--- src/include/sflo_params.svh ---
/*
 * Constants of the serial transfer engine: register offsets, field
 * positions, reset values and divider counts.
 * Assumes it is included once per compilation unit by its bare name.
 */
`ifndef SFLO_PARAMS_SVH
`define SFLO_PARAMS_SVH

// register offsets on the cpu register port
`define SFLO_ADDR_CTRL 16'h0010
`define SFLO_ADDR_STAT 16'h0011
`define SFLO_ADDR_DATA 16'h0012

// reset values: master role and clock phase 1 set out of reset
`define SFLO_CTRL_RST 8'h28
`define SFLO_CFG_RST 4'h0

// status register bit positions
`define SFLO_ST_RXF 7
`define SFLO_ST_ERROR_IRQ_ENABLE 6
`define SFLO_ST_OVR 5
`define SFLO_ST_ROLE_CONFLICT_FLAG 4
`define SFLO_ST_TXE 3
`define SFLO_ST_ROLE_CONFLICT_ENABLE 2

// half bit time in bus cycles, minus one, per rate select code
`define SFLO_HALF_DIV2 7'h00
`define SFLO_HALF_DIV8 7'h03
`define SFLO_HALF_DIV32 7'h0F
`define SFLO_HALF_DIV128 7'h3F

// serial clock edges and data bits in one transfer
`define SFLO_EDGES 5'h10
`define SFLO_BITS 4'h8
`define SFLO_LAST_BIT 4'h7
`define SFLO_BUF_FULL 2'h2

`endif

--- src/include/sflo_pkg.sv ---
/*
 * Types of the serial transfer engine: control and configuration
 * layouts and the master sequencer states.
 * Assumes nothing beyond a SystemVerilog compiler.
 */
package sflo_pkg;

	// control register, bit 7 down to bit 0
	typedef struct packed {
		logic rx_ie;
		logic rsv;
		logic master;
		logic clock_idle_level_sel;
		logic clock_phase_sel;
		logic wired_or;
		logic en;
		logic tx_ie;
	} sflo_ctrl_t;

	// writable part of the status and control register
	typedef struct packed {
		logic error_irq_enable;
		logic role_conflict_enable;
		logic [1:0] rate;
	} sflo_cfg_t;

	// master sequencer
	typedef enum logic [1:0] {
		SFLO_IDLE = 2'b01,
		SFLO_RUN = 2'b10
	} sflo_state_t;

endpackage

--- src/rtl/sflo_core.sv ---
/*
 * Serial transfer engine: master or slave, both clock phases, a two-entry
 * transmit queue, overflow and role-conflict detection.
 * Assumes all inputs are synchronous to CLK and that pad logic resolves
 * the pins from the output enables.
 */
// Operation
// - slave drives its data output only while its select input is low
// - phase 0 captures MSB on first edge; select falling starts transfer
// - phase 1: first clock edge drives first bit and starts the transfer
// - master starts a transfer only after a data register write
// - phase 0 first half-bit idle; phase 1 bit period opens with edge
// - master divider runs freely only while enable and master role set
// - master clock edges reach the pin on the falling edge of the bus clock, at the start of its low time
// - write-to-start delay is at most one bit time
// - unread receive data at first capture sets overflow, drops new byte
// - overflow and role conflict share one error interrupt enable
// - select level conflicting with the role sets role conflict flag
// - no receive-full interrupt while overflow stays set
// - enabled overflow interrupt can wake the processor from wait
// - receive full clears by status read then data read
// - polarity picks only the clock idle level
`include "sflo_params.svh"
`timescale 1ns/1ps
`default_nettype none

module sflo_core
	import sflo_pkg::*;
(
	// clock and reset
	input wire logic CLK,
	input wire logic RST,
	// cpu register port
	input wire logic [15:0] ADDR,
	input wire logic WR_EN,
	input wire logic RD_EN,
	input wire logic [7:0] WDATA,
	output logic [7:0] RDATA,
	output logic TX_READY,
	output logic IRQ_RX_ERR,
	// serial pins
	input wire logic SCLK_IN,
	output logic SCLK_OUT,
	output logic SCLK_OE,
	input wire logic SS_N_IN,
	input wire logic MOSI_IN,
	output logic MOSI_OUT,
	output logic MOSI_OE,
	input wire logic MISO_IN,
	output logic MISO_OUT,
	output logic MISO_OE
);

	sflo_ctrl_t ctrl_q;
	sflo_cfg_t cfg_q;
	sflo_state_t st_q;
	logic [7:0] buf_q [0:1];
	logic wp_q, rp_q;
	logic [1:0] cnt_q, cnt_d;
	logic [6:0] div_q, half_m1;
	logic [4:0] edge_q;
	logic [3:0] ei, bit_cnt_q;
	logic sck_q, sck_neg_q, sck_prev_q, ss_prev_q, slv_busy_q, s_loaded_q;
	logic [7:0] tx_sh_q, rx_sh_q, rx_data_q, rdata_q;
	logic sdo_q, drop_q, rx_full_q, ovr_q, role_conflict_flag_q;
	logic arm_rx_q, arm_ovr_q, arm_role_conflict_flag_q;
	logic irq_q, tx_ready_q, sck_oe_q, mosi_oe_q, miso_oe_q;
	logic mst_on, slv_on, wr_ctrl, wr_stat, wr_data, rd_stat, rd_data;
	logic push, pop, tx_valid, tick, fault_m, load_m, load_s, m_edge, m_go;
	logic s_lead, s_trail, s_start, s_start0, lead, trail, samp, shft;
	logic sdi, store, ovr_set, role_conflict_flag_set, done_s;

	// decode and shared strobes
	assign mst_on = ctrl_q.en & ctrl_q.master;
	assign slv_on = ctrl_q.en & ~ctrl_q.master;
	assign wr_ctrl = WR_EN && (ADDR == `SFLO_ADDR_CTRL);
	assign wr_stat = WR_EN && (ADDR == `SFLO_ADDR_STAT);
	assign wr_data = WR_EN && (ADDR == `SFLO_ADDR_DATA);
	assign rd_stat = RD_EN && (ADDR == `SFLO_ADDR_STAT);
	assign rd_data = RD_EN && (ADDR == `SFLO_ADDR_DATA);
	assign tx_valid = (cnt_q != 2'h0);
	assign push = wr_data & ctrl_q.en & (cnt_q != `SFLO_BUF_FULL);
	assign tick = (div_q == half_m1);
	assign fault_m = mst_on & cfg_q.role_conflict_enable & ~SS_N_IN;
	// master loads only queued bytes, on a divider tick
	assign load_m = mst_on & (st_q == SFLO_IDLE) & tick & tx_valid & ~fault_m;
	assign load_s = slv_on & ~slv_busy_q & ~s_loaded_q & tx_valid;
	assign pop = load_m | load_s;
	assign cnt_d = cnt_q + {1'b0, push} - {1'b0, pop};
	assign m_edge = (st_q == SFLO_RUN) & tick & (edge_q != `SFLO_EDGES);
	assign m_go = m_edge | (load_m & ctrl_q.clock_phase_sel);
	assign ei = load_m ? 4'h0 : edge_q[3:0];
	// slave edges are ignored while deselected
	assign s_lead = slv_on & ~SS_N_IN & (sck_prev_q == ctrl_q.clock_idle_level_sel) & (SCLK_IN != ctrl_q.clock_idle_level_sel);
	assign s_trail = slv_on & ~SS_N_IN & (sck_prev_q != ctrl_q.clock_idle_level_sel) & (SCLK_IN == ctrl_q.clock_idle_level_sel);
	assign s_start0 = slv_on & ~ctrl_q.clock_phase_sel & ss_prev_q & ~SS_N_IN;
	assign s_start = s_start0 | (ctrl_q.clock_phase_sel & s_lead & ~slv_busy_q);
	assign lead = (m_go & ~ei[0]) | s_lead;
	assign trail = (m_go & ei[0]) | s_trail;
	// phase picks which edge samples and which shifts
	assign samp = ctrl_q.clock_phase_sel ? trail : lead;
	assign shft = (ctrl_q.clock_phase_sel ? lead : (trail & (bit_cnt_q != `SFLO_BITS)))
		| s_start0 | (load_m & ~ctrl_q.clock_phase_sel);
	assign sdi = ctrl_q.master ? MISO_IN : MOSI_IN;
	assign store = samp && (bit_cnt_q == `SFLO_LAST_BIT) && !drop_q && !ovr_q;
	assign ovr_set = samp && (bit_cnt_q == 4'h0) && rx_full_q;
	assign done_s = s_trail & (bit_cnt_q == (ctrl_q.clock_phase_sel ? `SFLO_LAST_BIT : `SFLO_BITS));
	assign role_conflict_flag_set = cfg_q.role_conflict_enable & (fault_m | (slv_on & slv_busy_q & SS_N_IN));

	// half bit count per rate select
	always_comb
	begin
		case (cfg_q.rate)
			2'h0: half_m1 = `SFLO_HALF_DIV2;
			2'h1: half_m1 = `SFLO_HALF_DIV8;
			2'h2: half_m1 = `SFLO_HALF_DIV32;
			default: half_m1 = `SFLO_HALF_DIV128;
		endcase
	end

	// control register; a master role conflict drops the enable
	always_ff @(posedge CLK)
	begin
		if (RST)
			ctrl_q <= `SFLO_CTRL_RST;
		else if (fault_m)
			ctrl_q.en <= 1'b0;
		else if (wr_ctrl)
			ctrl_q <= WDATA & 8'hBF;
	end

	// configuration bits of the status register
	always_ff @(posedge CLK)
	begin
		if (RST)
			cfg_q <= `SFLO_CFG_RST;
		else if (wr_stat)
			cfg_q <= {WDATA[`SFLO_ST_ERROR_IRQ_ENABLE], WDATA[`SFLO_ST_ROLE_CONFLICT_ENABLE], WDATA[1:0]};
	end

	// two-entry transmit queue; full stalls the writer through TX_READY
	generate
		for (genvar g = 0; g < 2; g++)
		begin : g_ent
			always_ff @(posedge CLK)
			begin
				if (push && (wp_q == 1'(g)))
					buf_q[g] <= WDATA;
			end
		end
	endgenerate

	always_ff @(posedge CLK)
	begin
		if (RST || !ctrl_q.en)
		begin
			wp_q <= 1'b0;
			rp_q <= 1'b0;
			cnt_q <= 2'h0;
		end
		else
		begin
			wp_q <= wp_q ^ push;
			rp_q <= rp_q ^ pop;
			cnt_q <= cnt_d;
		end
	end

	// free-running divider, held at zero unless enabled master
	always_ff @(posedge CLK)
	begin
		if (RST || !mst_on || tick)
			div_q <= 7'h00;
		else
			div_q <= div_q + 7'h01;
	end

	// master sequencer and serial clock level
	always_ff @(posedge CLK)
	begin
		if (RST || !mst_on || fault_m)
		begin
			st_q <= SFLO_IDLE;
			edge_q <= 5'h00;
			sck_q <= ctrl_q.clock_idle_level_sel;
		end
		else
		begin
			case (st_q)
				SFLO_IDLE:
				begin
					sck_q <= ctrl_q.clock_idle_level_sel;
					if (load_m)
					begin
						st_q <= SFLO_RUN;
						edge_q <= ctrl_q.clock_phase_sel ? 5'h01 : 5'h00;
						if (ctrl_q.clock_phase_sel)
							sck_q <= ~ctrl_q.clock_idle_level_sel;
					end
				end
				SFLO_RUN:
				begin
					if (tick && edge_q == `SFLO_EDGES)
						st_q <= SFLO_IDLE;
					else if (tick)
					begin
						sck_q <= ~sck_q;
						edge_q <= edge_q + 5'h01;
					end
				end
				default: st_q <= SFLO_IDLE;
			endcase
		end
	end

	// clock pin changes in the low half of the bus clock
	always_ff @(negedge CLK)
	begin
		if (RST)
			sck_neg_q <= 1'b0;
		else
			sck_neg_q <= sck_q;
	end

	// slave framing: start, end and whether a fresh byte is loaded
	always_ff @(posedge CLK)
	begin
		if (RST || !slv_on)
		begin
			slv_busy_q <= 1'b0;
			s_loaded_q <= 1'b0;
			sck_prev_q <= 1'b0;
			ss_prev_q <= 1'b1;
		end
		else
		begin
			sck_prev_q <= SCLK_IN;
			ss_prev_q <= SS_N_IN;
			// deselect ends a frame; phase 0 needs it between bytes
			if (SS_N_IN || done_s)
				slv_busy_q <= 1'b0;
			else if (s_start)
				slv_busy_q <= 1'b1;
			if (s_start)
				s_loaded_q <= 1'b0;
			else if (load_s)
				s_loaded_q <= 1'b1;
		end
	end

	// transmit shifter; unloaded slave shifts out the zeros left in the shifter
	always_ff @(posedge CLK)
	begin
		if (RST || !ctrl_q.en)
		begin
			tx_sh_q <= 8'h00;
			sdo_q <= 1'b0;
		end
		else if (pop && shft)
		begin
			sdo_q <= buf_q[rp_q][7];
			tx_sh_q <= {buf_q[rp_q][6:0], 1'b0};
		end
		else if (pop)
			tx_sh_q <= buf_q[rp_q];
		else if (shft)
		begin
			sdo_q <= tx_sh_q[7];
			tx_sh_q <= {tx_sh_q[6:0], 1'b0};
		end
	end

	// receive shifter; a byte is marked for dropping at its first capture
	always_ff @(posedge CLK)
	begin
		if (RST || !ctrl_q.en || load_m || s_start || (slv_on && SS_N_IN))
		begin
			bit_cnt_q <= 4'h0;
			drop_q <= 1'b0;
		end
		else if (samp)
		begin
			rx_sh_q <= {rx_sh_q[6:0], sdi};
			bit_cnt_q <= bit_cnt_q + 4'h1;
			if (bit_cnt_q == 4'h0)
				drop_q <= rx_full_q | ovr_q;
		end
	end

	// receive register keeps the unread byte on overflow
	always_ff @(posedge CLK)
	begin
		if (store)
			rx_data_q <= {rx_sh_q[6:0], sdi};
	end

	// read arming for the two-step clears
	always_ff @(posedge CLK)
	begin
		if (RST)
		begin
			arm_rx_q <= 1'b0;
			arm_ovr_q <= 1'b0;
			arm_role_conflict_flag_q <= 1'b0;
		end
		else
		begin
			if (rd_stat)
			begin
				arm_rx_q <= rx_full_q;
				arm_ovr_q <= ovr_q;
				arm_role_conflict_flag_q <= role_conflict_flag_q;
			end
			else
			begin
				if (rd_data)
					arm_rx_q <= 1'b0;
				if (rd_data)
					arm_ovr_q <= 1'b0;
				if (wr_ctrl)
					arm_role_conflict_flag_q <= 1'b0;
			end
		end
	end

	// status flags: a set in the clearing cycle wins
	always_ff @(posedge CLK)
	begin
		if (RST)
		begin
			rx_full_q <= 1'b0;
			ovr_q <= 1'b0;
			role_conflict_flag_q <= 1'b0;
		end
		else
		begin
			rx_full_q <= store | (rx_full_q & ~(rd_data & arm_rx_q));
			ovr_q <= ovr_set | (ovr_q & ~(rd_data & arm_ovr_q));
			role_conflict_flag_q <= role_conflict_flag_set | (role_conflict_flag_q & ~(wr_ctrl & arm_role_conflict_flag_q));
		end
	end

	// registered outputs: read data, interrupt, pin enables
	always_ff @(posedge CLK)
	begin
		if (RST)
		begin
			rdata_q <= 8'h00;
			irq_q <= 1'b0;
			tx_ready_q <= 1'b0;
			sck_oe_q <= 1'b0;
			mosi_oe_q <= 1'b0;
			miso_oe_q <= 1'b0;
		end
		else
		begin
			if (RD_EN)
			begin
				case (ADDR)
					`SFLO_ADDR_CTRL: rdata_q <= ctrl_q;
					`SFLO_ADDR_STAT: rdata_q <= {rx_full_q, cfg_q.error_irq_enable, ovr_q, role_conflict_flag_q,
						cnt_q != `SFLO_BUF_FULL, cfg_q.role_conflict_enable, cfg_q.rate};
					`SFLO_ADDR_DATA: rdata_q <= rx_data_q;
					default: rdata_q <= 8'h00;
				endcase
			end
			// one line serves receive, errors and wakeup
			irq_q <= (cfg_q.error_irq_enable & (ovr_q | role_conflict_flag_q))
				| (ctrl_q.rx_ie & ctrl_q.en & rx_full_q & ~ovr_q);
			tx_ready_q <= ctrl_q.en & (cnt_d != `SFLO_BUF_FULL);
			sck_oe_q <= mst_on & ~fault_m;
			mosi_oe_q <= mst_on & ~fault_m;
			miso_oe_q <= slv_on & ~SS_N_IN;
		end
	end

	assign RDATA = rdata_q;
	assign IRQ_RX_ERR = irq_q;
	assign TX_READY = tx_ready_q;
	assign SCLK_OUT = sck_neg_q;
	assign SCLK_OE = sck_oe_q;
	assign MOSI_OUT = sdo_q;
	assign MOSI_OE = mosi_oe_q;
	assign MISO_OUT = sdo_q;
	assign MISO_OE = miso_oe_q;
endmodule // sflo_core

`default_nettype wire

--- config.mk ---
export PLATFORM = sky130hd
export DESIGN_NAME = sflo_core
export DESIGN_NICKNAME = d
export VERILOG_FILES = /design/src/include/sflo_pkg.sv /design/src/rtl/sflo_core.sv
export VERILOG_INCLUDE_DIRS = /design/src /design/src/include
export SDC_FILE = /design/constraint.sdc
export NUM_CORES = 1
export LEC_CHECK = 0
export ABC_CLOCK_PERIOD_IN_PS = 3430
export BUFFER_PORTS_ARGS = -buffer_cell sky130_fd_sc_hd__buf_2
export CAP_MARGIN = 20
export CORE_ASPECT_RATIO = 0.5
export CORE_UTILIZATION = 40
export DETAILED_ROUTE_END_ITERATION = 7
export PLACE_DENSITY = 0.55
export SLEW_MARGIN = 20
export SYNTH_ARGS = -nofsm -noshare
export SYNTH_HDL_FRONTEND = slang
export SYNTH_SLANG_ARGS = --single-unit
export TNS_END_PERCENT = 5
--- constraint.sdc ---
create_clock -name CLK -period 3.43 [get_ports CLK]
set_input_delay 0.686 -clock CLK [delete_from_list [all_inputs] [get_ports CLK]]
set_output_delay 0.686 -clock CLK [all_outputs]
set_load 0.01 [all_outputs]
==> flow_metrics.py <==
metrics = {
    "layout": {
        "fin_nets": 542,
        "regArea_mm2": 0.002282,
        "area_delta_synth_final_pct": 15.34,
        "multiInputGateArea_mm2": 0.002100,
        "drive_above_1_share": 0.2004,
        "num_antenna_cells": 0,
        "most-common-layout-cells": "dfxtp_1 (66), buf_2 (47), nor2_1 (46), nand2_1 (43), edfxtp_1 (32)",
        "mostFrequentLayoutCell": "dfxtp_1",
        "fillCellCount": 1060,
    },
    "placed_design": {
        "place_congestion": 0.7695,
        "hpwl_um": 7491,
        "port_buffers": 47,
    },
    "setup_path": {
        "start_kind": "flop",
        "critPathMaxFanout": 1,
        "critPathBufInv": 1,
        "startpoint": "SCLK_OUT$_SDFF_NP0_",
        "slowest_delay_ns": 0.28,
        "critPathSlowestCell": "dfxtp_1",
        "rr_startpoint": "ctrl_q[5]$_SDFFE_PP1P_",
        "worstPathCellList": "buf_2",
        "cp_top_family": "flip-flops",
        "end_kind": "output pin",
        "setup.worst_path.class": "flop to output pin",
        "cp.arrival_ns": 2.51,
        "required_ns": 2.74,
    },
    "power_and_ir_drop": {
        "p_total_mw": 2.369,
        "total_leakage_power_nw": 1.992,
        "power_density_mw_per_mm2": 449.7,
        "irDropWorstVdd_mv": 0.2065,
    },
    "status": {
        "status": "complete, but fails checks",
        "violations": "design-rule violations",
    },
    "logic_synthesis": {
        "syn-num-nets": 495,
        "synth_cell_type_count": 65,
        "synth.area.top_cells": "dfxtp_1 (29%), edfxtp_1 (21%), mux2i_1 (4.8%), nor2_1 (3.8%), nand2_1 (3.5%)",
        "seq_area_frac_synth": 0.4997,
        "post-synth-top-area-cell": "dfxtp_1",
        "synth_edf_count": 32,
        "async_reset_ff_frac": 0,
        "syn_area_per_cell_um2": 10.10,
        "syn_area_mm2": 0.004567,
        "yosysWarnings": 0,
        "synth.top_cell.area_share": 0.2893,
        "ys.flop_type": "dfxtp_1",
        "synth_cells": 452,
        "synth_seq_cells": 98,
    },
    "timing": {
        "slew-limit-headroom": 0.4004,
        "worstMarginPinSlew_ns": 0.8976,
        "finalHoldViolCount": 0,
        "setup_viol": 0,
        "grt_setup_unrepaired": "false",
        "tns_ns": 0,
        "finalMaxSlewViolations": 0,
        "fin_worst_skew_ns": 0.05177,
    },
    "global_route": {
        "grt_max_degree": 25,
        "grt_overflow": 0,
        "grt_pass1_vias": 3181,
        "grt_pass1_wl_um": 16930,
        "antenna_found_initial": 0,
        "track_usage": 0.1829,
    },
    "clock_network": {
        "htreeDepth": 3,
        "insertion_delay_ns": 0.39,
        "cts.path.max_buffers": 2,
        "path_clk_slew_ns": 0.07,
        "tritoncts": "done",
        "cts_resized": 0,
        "cts_root_buf": "clkbuf_16",
        "cts_made_buffers": 9,
        "post_cts_buffers": 0,
        "hold_buffers": 0,
        "cts.sinks": 98,
    },
    "floorplan": {
        "initial_core_util": 0.4134,
        "placementRows": 27,
        "io_pins": 48,
        "die_height_um": 77.56,
        "core-area_mm2": 0.01105,
        "dieArea_mm2": 0.01187,
        "dieWidth_um": 153.1,
    },
    "detailed_routing": {
        "vias_per_cell": 5.217,
        "dr.pass1.iters": 6,
        "drc": 2,
        "wire_per_inst_um": 15.80,
        "ant_nets": 0,
        "drt-total-wl_um": 10260,
        "drtIter0Drc": 216,
        "vias": 3386,
    },
    "hold_path": {
        "hp-start": "rx_sh_q[6]$_DFFE_PP_",
        "hold_path.class": "flop to flop",
    },
    "job": {
        "drv_cap": 0,
    },
}
-- layout make-up --
type | instances | share of cell area
repair buffers | 54 | 0.05463
clock inverters | 8 | 0.02067
clock buffers | 9 | 0.04276
multi-input cells | 313 | 0.3986
well taps | 145 | 0.03444
flip-flops and latches | 98 | 0.4333
inverters | 22 | 0.01568
-- cell usage after synthesis (7+ instances only) --
cell / n
a22oi_1: 9
xor2_1: 7
mux2_2: 9
a21oi_1: 16
nand2b_1: 14
dfxtp_1: 66
nand3_1: 20
inv_1: 22
edfxtp_1: 32
nor2_1: 46
o21ai_0: 20
ha_1: 11
o211ai_1: 13
clkbuf_1: 12
mux2i_1: 22
nand2_1: 43
-- worst paths after layout --
| check | endpoint | slack (ns) | cells past startpoint |
|---|---|---|---|
| max | SCLK_OUT | 0.24 | 1 |
| min | rx_data_q[7]$_DFFE_PP_ | 0.44 | 0 |
| max reg2reg | TX_READY$_SDFF_PP0_ | 0.71 | 12 |
| min reg2reg | rx_data_q[7]$_DFFE_PP_ | 0.44 | 0 |
-- kinds of logic after synthesis --
logic type               after synthesis  synth area share
AND/OR/NAND/NOR                      171            0.1910
flip-flops                            98            0.4997
AO/OA/AOI/OAI                         88            0.1452
buffers and inverters                 41           0.04054
multiplexers                          31           0.07041
XOR/XNOR                              12           0.02301
adder cells (fa/ha/maj)               11           0.03014
-- where the power goes --
group,switching (mW),leakage (nW),total [mW],internal (mW)
clock network,0.472,0.164,1.13,0.654
logic,0.0309,1.01,0.0508,0.0198
registers,0.00000274,0.822,1.19,1.19
total,0.503,1.99,2.37,1.87
-- flip-flops by register name, indices dropped and copies added (netlist names), 2 cells and up --
signal	count
buf_q	16
edge_q	5
cnt_q	2
rx_data_q	8
div_q	7
RDATA	8
bit_cnt_q	4
cfg_q	4
st_q	2
ctrl_q	7
rx_sh_q	7
tx_sh_q	8
-- stage by stage --
stage / hold slack [ns] / setup WS [ns] / std cells / area (µm²) / util
floorplan: 0.4003 / 0.6434 / 452 / 4567 / -
global placement: 0.4216 / 0.5897 / 633 / 4937 / 0.4469
detailed placement: 0.4365 / 0.5275 / 633 / 4937 / 0.4469
CTS: 0.4466 / 0.2267 / 649 / 5268 / 0.4768
global route: 0.4572 / 0.2030 / 649 / 5268 / 0.4768
finish: 0.4432 / 0.2363 / 649 / 5268 / 0.4768
-- metal layers --
metal / track usage / wire length, µm / vias up
met3: 0.03799 / 334 / 7
met1: 0.2808 / 5563 / 1617
met4: 0.03636 / 68 / 0
met5: 0 / 0 / -
met2: 0.2603 / 4290 / 49
li1: - / - / 1713
Power figures use the tool's default switching activity.
